$ cat src/verilog/fpec_cfg.svh
// offsets, field positions, reset values and block addresses of the flash control block
`ifndef FPEC_CFG_SVH
`define FPEC_CFG_SVH

// ------------------------------------------------------------
// register byte offsets
// ------------------------------------------------------------
`define FPEC_OFS_CTL1   8'h00
`define FPEC_OFS_STAT2  8'h04
`define FPEC_OFS_EBSEL  8'h08
`define FPEC_OFS_INFO   8'h0c

// ------------------------------------------------------------
// control register one fields
// ------------------------------------------------------------
`define FPEC_B_HWWE   7
`define FPEC_B_SWWE   6
`define FPEC_B_ESU    5
`define FPEC_B_PSU    4
`define FPEC_B_EV     3
`define FPEC_B_PV     2
`define FPEC_B_EGO    1
`define FPEC_B_PGO    0

// ------------------------------------------------------------
// status register two and info register fields
// ------------------------------------------------------------
`define FPEC_B_ERR    7
`define FPEC_B_BOOT   1
`define FPEC_B_USER   0

// ------------------------------------------------------------
// reset values
// ------------------------------------------------------------
`define FPEC_RST_CTL  7'h00
`define FPEC_RST_EB   8'h00

// ------------------------------------------------------------
// erase block start addresses, the last entry closes block 7
// ------------------------------------------------------------
`define FPEC_EB0_START 24'h000000
`define FPEC_EB1_START 24'h000400
`define FPEC_EB2_START 24'h000800
`define FPEC_EB3_START 24'h000c00
`define FPEC_EB4_START 24'h001000
`define FPEC_EB5_START 24'h008000
`define FPEC_EB6_START 24'h00c000
`define FPEC_EB7_START 24'h00e000
`define FPEC_EB_TOP    24'h010000

// ------------------------------------------------------------
// axi responses
// ------------------------------------------------------------
`define FPEC_RESP_OKAY   2'h0
`define FPEC_RESP_SLVERR 2'h2

`endif

$ cat src/verilog/fpec_pkg.sv
// types shared by the flash program/erase control block
package fpec_pkg;

  // ------------------------------------------------------------
  // array operating state, one-hot
  // ------------------------------------------------------------
  typedef enum logic [7:0] {
    FPEC_IDLE    = 8'h01,
    FPEC_ESETUP  = 8'h02,
    FPEC_PSETUP  = 8'h04,
    FPEC_EVERIFY = 8'h08,
    FPEC_PVERIFY = 8'h10,
    FPEC_ERASE   = 8'h20,
    FPEC_PROG    = 8'h40,
    FPEC_ERRPROT = 8'h80
  } fpec_state_e;

  typedef logic [23:0] fpec_addr_t;

endpackage

$ cat src/verilog/fpec_ctrl.sv
// flash program/erase control registers with axi4-lite slave
//
// Added by the designer: the AXI4-Lite interface to the registers and the register addresses.
`timescale 1ns/1ps
`include "fpec_cfg.svh"
// ------------------------------------------------------------
// Overview of operation
// - bit 7 of control one reads the hardware write-enable pin level
// - bit 6 of control one is software write enable, reset 0
// - software enable 0 refuses setting other control bits and block bits
// - erase-setup bit 5 enters or cancels erase setup state
// - program-setup bit 4 enters or cancels program setup state
// - erase-verify bit 3 enters or leaves erase-verify mode
// - program-verify bit 2 enters or leaves program-verify mode
// - erase-go bit 1 erases only with software enable and erase-setup
// - program-go bit 0 programs only with software enable and setup
// - error flag bit 7 set on fault forces error protection
// - status two bits 6 to 0 read as zero
// - erase block select held at zero while software enable is 0
// - writing more than one block bit clears the whole register
// - bits 0 to 3 select four 1-kbyte blocks from address zero
// - bit 4 selects the 28-kbyte block
// - bit 5 selects the 16-kbyte block
// - bits 6 and 7 select the two 8-kbyte blocks
// - hardware write-enable pin protects program and erase on its own
// - mode pins and write enable at reset end pick user or boot
// ------------------------------------------------------------
module fpec_ctrl
  import fpec_pkg::*;
#(
  parameter int ADDR_W = 8
) (
  input  wire logic              aclk,
  input  wire logic              aresetn,
  input  wire logic [ADDR_W-1:0] s_axi_awaddr,
  input  wire logic              s_axi_awvalid,
  output logic                   s_axi_awready,
  input  wire logic [31:0]       s_axi_wdata,
  input  wire logic [3:0]        s_axi_wstrb,
  input  wire logic              s_axi_wvalid,
  output logic                   s_axi_wready,
  output logic [1:0]             s_axi_bresp,
  output logic                   s_axi_bvalid,
  input  wire logic              s_axi_bready,
  input  wire logic [ADDR_W-1:0] s_axi_araddr,
  input  wire logic              s_axi_arvalid,
  output logic                   s_axi_arready,
  output logic [31:0]            s_axi_rdata,
  output logic [1:0]             s_axi_rresp,
  output logic                   s_axi_rvalid,
  input  wire logic              s_axi_rready,
  input  wire logic              hw_write_enable,
  input  wire logic              mode_select_pin_2,
  input  wire logic              mode_select_pin_1,
  input  wire logic              mode_select_pin_0,
  input  wire logic              array_fault,
  output fpec_state_e            array_state,
  output logic [7:0]             erase_block_sel,
  output fpec_addr_t             erase_first_addr,
  output fpec_addr_t             erase_last_addr,
  output logic                   error_protect,
  output logic                   boot_mode,
  output logic                   user_mode
);

  // ------------------------------------------------------------
  // functions
  // ------------------------------------------------------------
  function automatic logic many_bits(input logic [7:0] v);
    many_bits = (v & (v - 8'h01)) != 8'h00;
  endfunction

  function automatic fpec_addr_t blk_start(input logic [3:0] i);
    case (i)
      4'h0:    blk_start = `FPEC_EB0_START;
      4'h1:    blk_start = `FPEC_EB1_START;
      4'h2:    blk_start = `FPEC_EB2_START;
      4'h3:    blk_start = `FPEC_EB3_START;
      4'h4:    blk_start = `FPEC_EB4_START;
      4'h5:    blk_start = `FPEC_EB5_START;
      4'h6:    blk_start = `FPEC_EB6_START;
      4'h7:    blk_start = `FPEC_EB7_START;
      default: blk_start = `FPEC_EB_TOP;
    endcase
  endfunction

  function automatic logic [3:0] blk_index(input logic [7:0] v);
    blk_index = 4'h8;
    for (int k = 0; k < 8; k++) begin
      if (v[k]) begin
        blk_index = 4'(k);
      end
    end
  endfunction

  // ------------------------------------------------------------
  // registers
  // ------------------------------------------------------------
  logic [6:0]        ctl_r;
  logic [7:0]        eb_r;
  logic              err_r;
  logic              hwwe_r;
  logic              rst_seen_r;
  logic              boot_r;
  logic              user_r;
  fpec_state_e       state_r;
  fpec_addr_t        first_r;
  fpec_addr_t        last_r;
  logic              aw_hold_r;
  logic              w_hold_r;
  logic [ADDR_W-1:0] awaddr_r;
  logic [7:0]        wbyte_r;
  logic              wlane_r;
  logic              awready_r;
  logic              wready_r;
  logic              bvalid_r;
  logic [1:0]        bresp_r;
  logic              arready_r;
  logic              rvalid_r;
  logic [31:0]       rdata_r;
  logic [1:0]        rresp_r;

  // ------------------------------------------------------------
  // write channel decode
  // ------------------------------------------------------------
  wire aw_take   = s_axi_awvalid & awready_r;
  wire w_take    = s_axi_wvalid & wready_r;
  wire do_write  = aw_hold_r & w_hold_r;
  wire wr_ctl    = do_write & wlane_r & (awaddr_r == ADDR_W'(`FPEC_OFS_CTL1));
  wire wr_eb     = do_write & wlane_r & (awaddr_r == ADDR_W'(`FPEC_OFS_EBSEL));
  wire wr_mapped = (awaddr_r == ADDR_W'(`FPEC_OFS_CTL1))
                 | (awaddr_r == ADDR_W'(`FPEC_OFS_STAT2))
                 | (awaddr_r == ADDR_W'(`FPEC_OFS_EBSEL))
                 | (awaddr_r == ADDR_W'(`FPEC_OFS_INFO));
  wire aw_hold_nxt = (aw_hold_r | aw_take) & ~do_write;
  wire w_hold_nxt  = (w_hold_r | w_take) & ~do_write;
  wire bvalid_nxt  = do_write | (bvalid_r & ~s_axi_bready);

  // ------------------------------------------------------------
  // control register next value
  // ------------------------------------------------------------
  wire       swwe    = ctl_r[`FPEC_B_SWWE];
  // with software enable low, only clears get through
  wire [5:0] ctl_wr  = wbyte_r[5:0] & (swwe ? 6'h3f : ctl_r[5:0]);
  // software enable itself is always writable
  wire [6:0] ctl_nxt = wr_ctl ? {wbyte_r[`FPEC_B_SWWE], ctl_wr}
                              : ctl_r;
  wire       swwe_nxt = ctl_nxt[`FPEC_B_SWWE];
  wire [7:0] eb_wr    = many_bits(wbyte_r) ? 8'h00 : wbyte_r;
  wire [7:0] eb_nxt   = ~swwe_nxt ? `FPEC_RST_EB
                      : (wr_eb & swwe) ? eb_wr : eb_r;
  wire       err_nxt  = err_r | array_fault;

  // ------------------------------------------------------------
  // array state from control bits
  // ------------------------------------------------------------
  wire         wr_ok   = swwe_nxt & hwwe_r & ~err_nxt;
  fpec_state_e state_nxt;
  always_comb begin
    if (err_nxt) begin
      state_nxt = FPEC_ERRPROT;
    end else if (wr_ok & ctl_nxt[`FPEC_B_ESU] & ctl_nxt[`FPEC_B_EGO]) begin
      state_nxt = FPEC_ERASE;
    end else if (wr_ok & ctl_nxt[`FPEC_B_PSU] & ctl_nxt[`FPEC_B_PGO]) begin
      state_nxt = FPEC_PROG;
    end else if (ctl_nxt[`FPEC_B_EV]) begin
      state_nxt = FPEC_EVERIFY;
    end else if (ctl_nxt[`FPEC_B_PV]) begin
      state_nxt = FPEC_PVERIFY;
    end else if (ctl_nxt[`FPEC_B_ESU]) begin
      state_nxt = FPEC_ESETUP;
    end else if (ctl_nxt[`FPEC_B_PSU]) begin
      state_nxt = FPEC_PSETUP;
    end else begin
      state_nxt = FPEC_IDLE;
    end
  end

  // ------------------------------------------------------------
  // read decode
  // ------------------------------------------------------------
  wire ar_take    = s_axi_arvalid & arready_r;
  wire rvalid_nxt = ar_take | (rvalid_r & ~s_axi_rready);
  wire [7:0] ctl_rd  = {hwwe_r, ctl_r};
  wire [7:0] stat_rd = {err_r, 7'h00};
  wire [7:0] info_rd = {6'h00, boot_r, user_r};
  logic [7:0] rd_byte;
  logic       rd_hit;
  always_comb begin
    rd_hit = 1'b1;
    case (s_axi_araddr)
      ADDR_W'(`FPEC_OFS_CTL1):  rd_byte = ctl_rd;
      ADDR_W'(`FPEC_OFS_STAT2): rd_byte = stat_rd;
      ADDR_W'(`FPEC_OFS_EBSEL): rd_byte = eb_r;
      ADDR_W'(`FPEC_OFS_INFO):  rd_byte = info_rd;
      default: begin
        rd_byte = 8'h00;
        rd_hit  = 1'b0;
      end
    endcase
  end

  // ------------------------------------------------------------
  // erase window of selected block
  // ------------------------------------------------------------
  wire [3:0]  eb_idx    = blk_index(eb_nxt);
  wire        eb_none   = eb_idx == 4'h8;
  fpec_addr_t first_nxt;
  fpec_addr_t last_nxt;
  assign first_nxt = eb_none ? 24'h000000 : blk_start(eb_idx);
  assign last_nxt  = eb_none ? 24'h000000
                   : blk_start(eb_idx + 4'h1) - 24'h000001;

  // ------------------------------------------------------------
  // axi handshake flops
  // ------------------------------------------------------------
  always_ff @(posedge aclk) begin
    if (!aresetn) begin
      aw_hold_r <= 1'b0;
      w_hold_r  <= 1'b0;
      awready_r <= 1'b0;
      wready_r  <= 1'b0;
      bvalid_r  <= 1'b0;
      bresp_r   <= `FPEC_RESP_OKAY;
      arready_r <= 1'b0;
      rvalid_r  <= 1'b0;
      rresp_r   <= `FPEC_RESP_OKAY;
      rdata_r   <= 32'h00000000;
    end else begin
      aw_hold_r <= aw_hold_nxt;
      w_hold_r  <= w_hold_nxt;
      awready_r <= ~aw_hold_nxt & ~bvalid_nxt;
      wready_r  <= ~w_hold_nxt & ~bvalid_nxt;
      bvalid_r  <= bvalid_nxt;
      arready_r <= ~rvalid_nxt;
      rvalid_r  <= rvalid_nxt;
      if (do_write) begin
        bresp_r <= wr_mapped ? `FPEC_RESP_OKAY : `FPEC_RESP_SLVERR;
      end
      if (ar_take) begin
        rdata_r <= {24'h000000, rd_byte};
        rresp_r <= rd_hit ? `FPEC_RESP_OKAY : `FPEC_RESP_SLVERR;
      end
    end
  end

  always_ff @(posedge aclk) begin
    if (!aresetn) begin
      awaddr_r <= '0;
      wbyte_r  <= 8'h00;
      wlane_r  <= 1'b0;
    end else begin
      if (aw_take) begin
        awaddr_r <= s_axi_awaddr;
      end
      if (w_take) begin
        wbyte_r <= s_axi_wdata[7:0];
        wlane_r <= s_axi_wstrb[0];
      end
    end
  end

  // ------------------------------------------------------------
  // control, status and mode flops
  // ------------------------------------------------------------
  always_ff @(posedge aclk) begin
    if (!aresetn) begin
      ctl_r   <= `FPEC_RST_CTL;
      eb_r    <= `FPEC_RST_EB;
      err_r   <= 1'b0;
      hwwe_r  <= 1'b0;
      state_r <= FPEC_IDLE;
      first_r <= 24'h000000;
      last_r  <= 24'h000000;
    end else begin
      ctl_r   <= ctl_nxt;
      eb_r    <= eb_nxt;
      err_r   <= err_nxt;
      hwwe_r  <= hw_write_enable;
      state_r <= state_nxt;
      first_r <= first_nxt;
      last_r  <= last_nxt;
    end
  end

  // mode pins caught at the first edge after reset release
  always_ff @(posedge aclk) begin
    if (!aresetn) begin
      rst_seen_r <= 1'b0;
      boot_r     <= 1'b0;
      user_r     <= 1'b0;
    end else if (!rst_seen_r) begin
      rst_seen_r <= 1'b1;
      user_r <= mode_select_pin_2 & mode_select_pin_1
              & mode_select_pin_0 & hw_write_enable;
      boot_r <= ~mode_select_pin_2 & mode_select_pin_1
              & mode_select_pin_0 & hw_write_enable;
    end
  end

  // ------------------------------------------------------------
  // outputs
  // ------------------------------------------------------------
  assign s_axi_awready    = awready_r;
  assign s_axi_wready     = wready_r;
  assign s_axi_bvalid     = bvalid_r;
  assign s_axi_bresp      = bresp_r;
  assign s_axi_arready    = arready_r;
  assign s_axi_rvalid     = rvalid_r;
  assign s_axi_rdata      = rdata_r;
  assign s_axi_rresp      = rresp_r;
  assign array_state      = state_r;
  assign erase_block_sel  = eb_r;
  assign erase_first_addr = first_r;
  assign erase_last_addr  = last_r;
  assign error_protect    = err_r;
  assign boot_mode        = boot_r;
  assign user_mode        = user_r;

  // ------------------------------------------------------------
  // assertions
  // ------------------------------------------------------------
  a_ebsel_zero_off: assert property (@(posedge aclk) disable iff (!aresetn)
    !ctl_r[`FPEC_B_SWWE] |-> eb_r == 8'h00)
    else $error("block select not zero with software enable low");

  a_ebsel_onehot: assert property (@(posedge aclk) disable iff (!aresetn)
    !many_bits(eb_r))
    else $error("block select holds several bits");

  a_err_sticky: assert property (@(posedge aclk) disable iff (!aresetn)
    err_r |=> err_r)
    else $error("error flag dropped without reset");

  a_err_protect: assert property (@(posedge aclk) disable iff (!aresetn)
    array_fault |=> err_r && state_r == FPEC_ERRPROT)
    else $error("fault did not force error protection");

  a_erase_gate: assert property (@(posedge aclk) disable iff (!aresetn)
    state_r == FPEC_ERASE |-> ctl_r[`FPEC_B_SWWE] && ctl_r[`FPEC_B_ESU]
      && ctl_r[`FPEC_B_EGO] && $past(hwwe_r) && !err_r)
    else $error("erase mode without its enables");

  a_prog_gate: assert property (@(posedge aclk) disable iff (!aresetn)
    state_r == FPEC_PROG |-> ctl_r[`FPEC_B_SWWE] && ctl_r[`FPEC_B_PSU]
      && ctl_r[`FPEC_B_PGO] && $past(hwwe_r) && !err_r)
    else $error("program mode without its enables");

  // pin passes one flop before it gates the state
  a_hw_protect: assert property (@(posedge aclk) disable iff (!aresetn)
    !hw_write_enable ##1 !hw_write_enable |=> state_r != FPEC_ERASE && state_r != FPEC_PROG)
    else $error("program or erase with hardware enable low");

  a_no_set_off: assert property (@(posedge aclk) disable iff (!aresetn)
    !ctl_r[`FPEC_B_SWWE] |=> (ctl_r[5:0] & ~$past(ctl_r[5:0])) == 6'h00)
    else $error("control bit set with software enable low");

  a_stat_reserved: assert property (@(posedge aclk) disable iff (!aresetn)
    s_axi_rvalid && $past(s_axi_araddr) == ADDR_W'(`FPEC_OFS_STAT2)
      && $past(ar_take) |-> s_axi_rdata[6:0] == 7'h00)
    else $error("reserved status bits not zero");

  a_wr_resp: assert property (@(posedge aclk) disable iff (!aresetn)
    do_write |=> s_axi_bvalid)
    else $error("write response missing");

  a_blk_first: assert property (@(posedge aclk) disable iff (!aresetn)
    eb_r == 8'h01 |-> erase_first_addr == 24'h000000 && erase_last_addr == 24'h0003ff)
    else $error("block zero window wrong");

endmodule

$ cat config.mk
export PLATFORM = sky130hd
export DESIGN_NAME = fpec_ctrl
export DESIGN_NICKNAME = d
export VERILOG_FILES = /design/src/verilog/fpec_pkg.sv /design/src/verilog/fpec_ctrl.sv
export VERILOG_INCLUDE_DIRS = /design/src /design/src/verilog
export SDC_FILE = /design/constraint.sdc
export NUM_CORES = 1
export LEC_CHECK = 0
export ABC_AREA = 1
export BUFFER_PORTS_ARGS = -buffer_cell sky130_fd_sc_hd__buf_2
export CORE_MARGIN = 2
export CORE_UTILIZATION = 43
export CTS_CLUSTER_DIAMETER = 120
export CTS_CLUSTER_SIZE = 16
export DETAILED_ROUTE_END_ITERATION = 8
export MAX_ROUTING_LAYER = met4
export PLACE_DENSITY_LB_ADDON = 0.2
export RECOVER_POWER = 25
export SLEW_MARGIN = 30
export SYNTH_ARGS = -nofsm -noshare
export SYNTH_HDL_FRONTEND = slang
export SYNTH_SLANG_ARGS = --single-unit
$ cat constraint.sdc
create_clock -name aclk -period 8.28 [get_ports aclk]
set_input_delay 0.828 -clock aclk [delete_from_list [all_inputs] [get_ports aclk]]
set_output_delay 0.828 -clock aclk [all_outputs]
set_load 0.01 [all_outputs]
==> metrics <==
maximum count of clock buffers along a single path 2; CORE AREA 8720 µm²; # H-tree levels 3; min setup slack post-route 4.98 ns; starting density of the core 0.443; endpoint required time on the critical path 8.50 ns; net total in the final layout 677; fmax 303 MHz; area share of the leading cell type in the synthesized netlist 0.419; overall die area 9770 µm²; final worst clock skew 0.00578 ns; count of buffer and inverter cells on the critical path 1; CP max stage delay 0.37 ns; maximum number of pins on one net before global-route repair 39; number of buffers added on ports 101; Seq/Total Area, Yosys 0.419; hpwl dp 6180 µm; number of ports placed on the die boundary 172; placed cell area 4220 µm²; Tcrit/Tclk final 0.398; run status finished with violations; antenna diode count 0; net switching share of the total power 0.246; Remaining Overflow, GRT 0; Setup Crit Path Kind flip-flop to flip-flop; via count of the first global-routing pass 3034; area overhead of the layout relative to synthesis 14.7%; CTS tree yes; clk root buf clkbuf_8; buffers inserted during post-CTS setup optimization 0; hold endpoint s_axi_rdata[7]; Worst-path clk slew 0.08 ns; wire length of the first global-routing pass 13600 µm; cell-internal power 0.597 mW; global router's overall resource usage 0.177; Arr. time, crit path 3.51 ns; highest net fanout along the worst path 9; worst r2r dst erase_last_addr[14]; number of clock sinks seen by CTS 81; unrepaired setup endpoints after global routing false; post-layout total power 0.792 mW; endpoint type of the worst setup path flip-flop; Clk network pwr share 0.399; number of flops mapped to enable cells by yosys 0; Die Span Y 98.8 µm; total leakage power 2.34 nW; Fin. Hold Viols 0; width of the die 98.8 µm; detailed-route vias per instance 4.59; remaining antenna violation count after routing 0; average cell area after synthesis 7.47 µm²; leading post-synthesis cells by instance count nand2_1 (97), dfxtp_1 (81), nor2_1 (62), inv_1 (57), buf_4 (55); Detailed Route WL 8160 µm; Gates resized, CTS repair 0; Worst R2R Setup Slack 4.98 ns; Switching Power 0.195 mW; number of buffers created by CTS 9; routed len/inst 11.3 µm; cell type group with the largest total delay on the critical path simple AND/OR/NAND/NOR gates; combined area of all synthesized cells 3870 µm²; cells traversed along the worst timing path nor2_1, nand2_1, nor2_4, nand3_2, nand2_4, nand2_1, inv_1, nand2_2, nand3_1, nand2_1, nand2_1, nand2_1, nand2_1, nand2_1, ha_1, ha_1, nor2_1, nand2_1, ha_1, nand2_1, o21ai_0, nand2_1, nor2_1; class of the tightest hold or removal check flip-flop to flip-flop; post-synthesis cell type with the largest combined area dfxtp_1; top-count cell post-synth nand2_1; number of buffers inserted by hold repair at cts 0; share of post-route cells with drive strength above 1 0.239; cell with the largest stage delay on the worst path ha_1; cell depth of the worst hold path 2; startpoint of the lowest-slack hold path s_axi_rdata[7]; number of synthesized register bits 81; worst reg2reg startpoint awaddr_r[4]; number of setup violations in the final report 0; clock latency of the later-clocked register in the worst-skew pair 0.36 ns; # DRC 0; total number of vias 3297; cells after synthesis 518; slew at the pin closest to its max-slew limit 1.71 ns; Final min period 3.30 ns; Relative slew margins -0.139; power per cell area 179 nW/µm²; failing checks max-capacitance violations, max-slew violations; Worst Setup Slack post-DPL 4.98 ns; maximum VDD drop 83.7 µV; number of distinct library cells after synthesis 31; Synthesis Warnings 0; CP most frequent cell nand2_1; type of origin of the critical path flip-flop; setup TNS 0 ns; first-pass iteration count of the detailed router 4; main area contributors after synthesis dfxtp_1 (42%), buf_4 (11%), nand2_1 (9.4%); initial antenna violation count 0; Final Max Tran Viols 39; Row Count 34; count of maximum capacitance violations 1; initial drt markers 126; Placer Congestion 0.854; cell area after layout 4440 µm²; power share of the combinational group 0.085; share of power burned in registers 0.516; asr flop ratio synth 0; Post-synth top flop dfxtp_1; number of cells on the worst reg-to-reg path 23
## power groups by stage
stage	Clock, mW	Sequential, mW	Combinational (mW)
after CTS	0.323	0.408	0.0676
after floorplan	0	0.417	0.0618
after global routing	0.344	0.410	0.0768
after global placement	0	0.417	0.0660
final	0.316	0.409	0.0672
after detailed placement	0	0.418	0.0673
## how the worst max path moves through the flow
stage                     start                  end  cells after the start  slack (ns)
finish              awaddr_r[4]  erase_last_addr[14]                     23        4.98
global route        awaddr_r[4]  erase_last_addr[14]                     23        4.60
CTS                 awaddr_r[4]  erase_last_addr[14]                     23        4.97
detailed placement  awaddr_r[4]  erase_last_addr[14]                     23        4.98
global placement    awaddr_r[4]  erase_last_addr[14]                     23        5.03
floorplan           awaddr_r[6]  erase_last_addr[14]                     23        5.43
## cell usage in the layout, fill, tap and decap left out, drive strengths merged, types with 9 or more instances in the layout
cell type	instances
a21oi	32
buf	100
clkbuf	12
conb	43
dfxtp	81
inv	60
nand2	116
nand3	23
nor2	68
nor3	9
o21ai	29
## layer usage
metal | wire, µm | global-route usage | vias to the layer above
met5 | 0 | - | -
met4 | 182 | 0.0759 | 0
met3 | 556 | 0.0397 | 16
met2 | 3650 | 0.278 | 115
met1 | 3770 | 0.220 | 1440
li1 | - | - | 1726
## worst min-delay path, cell delays in order (launching register included)
cell,delay [ns]
dfxtp_1,0.32
nand2_1,0.06
a21oi_1,0.05
## cell type report
class                   count  area [µm²]
clock inverters             5        80.1
repair buffers            102         508
flip-flops and latches     81        1620
fillers                   890        4280
multi-input cells         353        1730
well taps                 108         135
clock buffers              10         138
inverters                  60         225
## metrics by stage
step | util | instances | hold slack [ns]
after global routing | 0.509 | 719 | 0.505
after floorplan | - | 560 | 0.438
final | 0.509 | 719 | 0.469
after global placement | 0.484 | 704 | 0.456
after detailed placement | 0.484 | 704 | 0.456
after CTS | 0.509 | 719 | 0.469
## flip-flops by register name, summed over array words and instances (netlist names), 7 cells and up
name and count:
erase_block_sel 8, wbyte_r 8, erase_last_addr 13, ctl_r 7, array_state 7, s_axi_rdata 8, awaddr_r 8, erase_first_addr 7
## kinds of logic (layout without fill, tap and decap cells)
group / after synthesis / in the layout / synth area share
buffers and inverters: 126 / 177 / 0.176
flip-flops: 81 / 81 / 0.419
adder cells (fa/ha/maj): 6 / 6 / 0.0194
AND/OR/NAND/NOR: 230 / 230 / 0.281
other: 1 / 43 / 0.000970
AO/OA/AOI/OAI: 74 / 74 / 0.103
No activity file was read; power rests on OpenSTA's default activity.
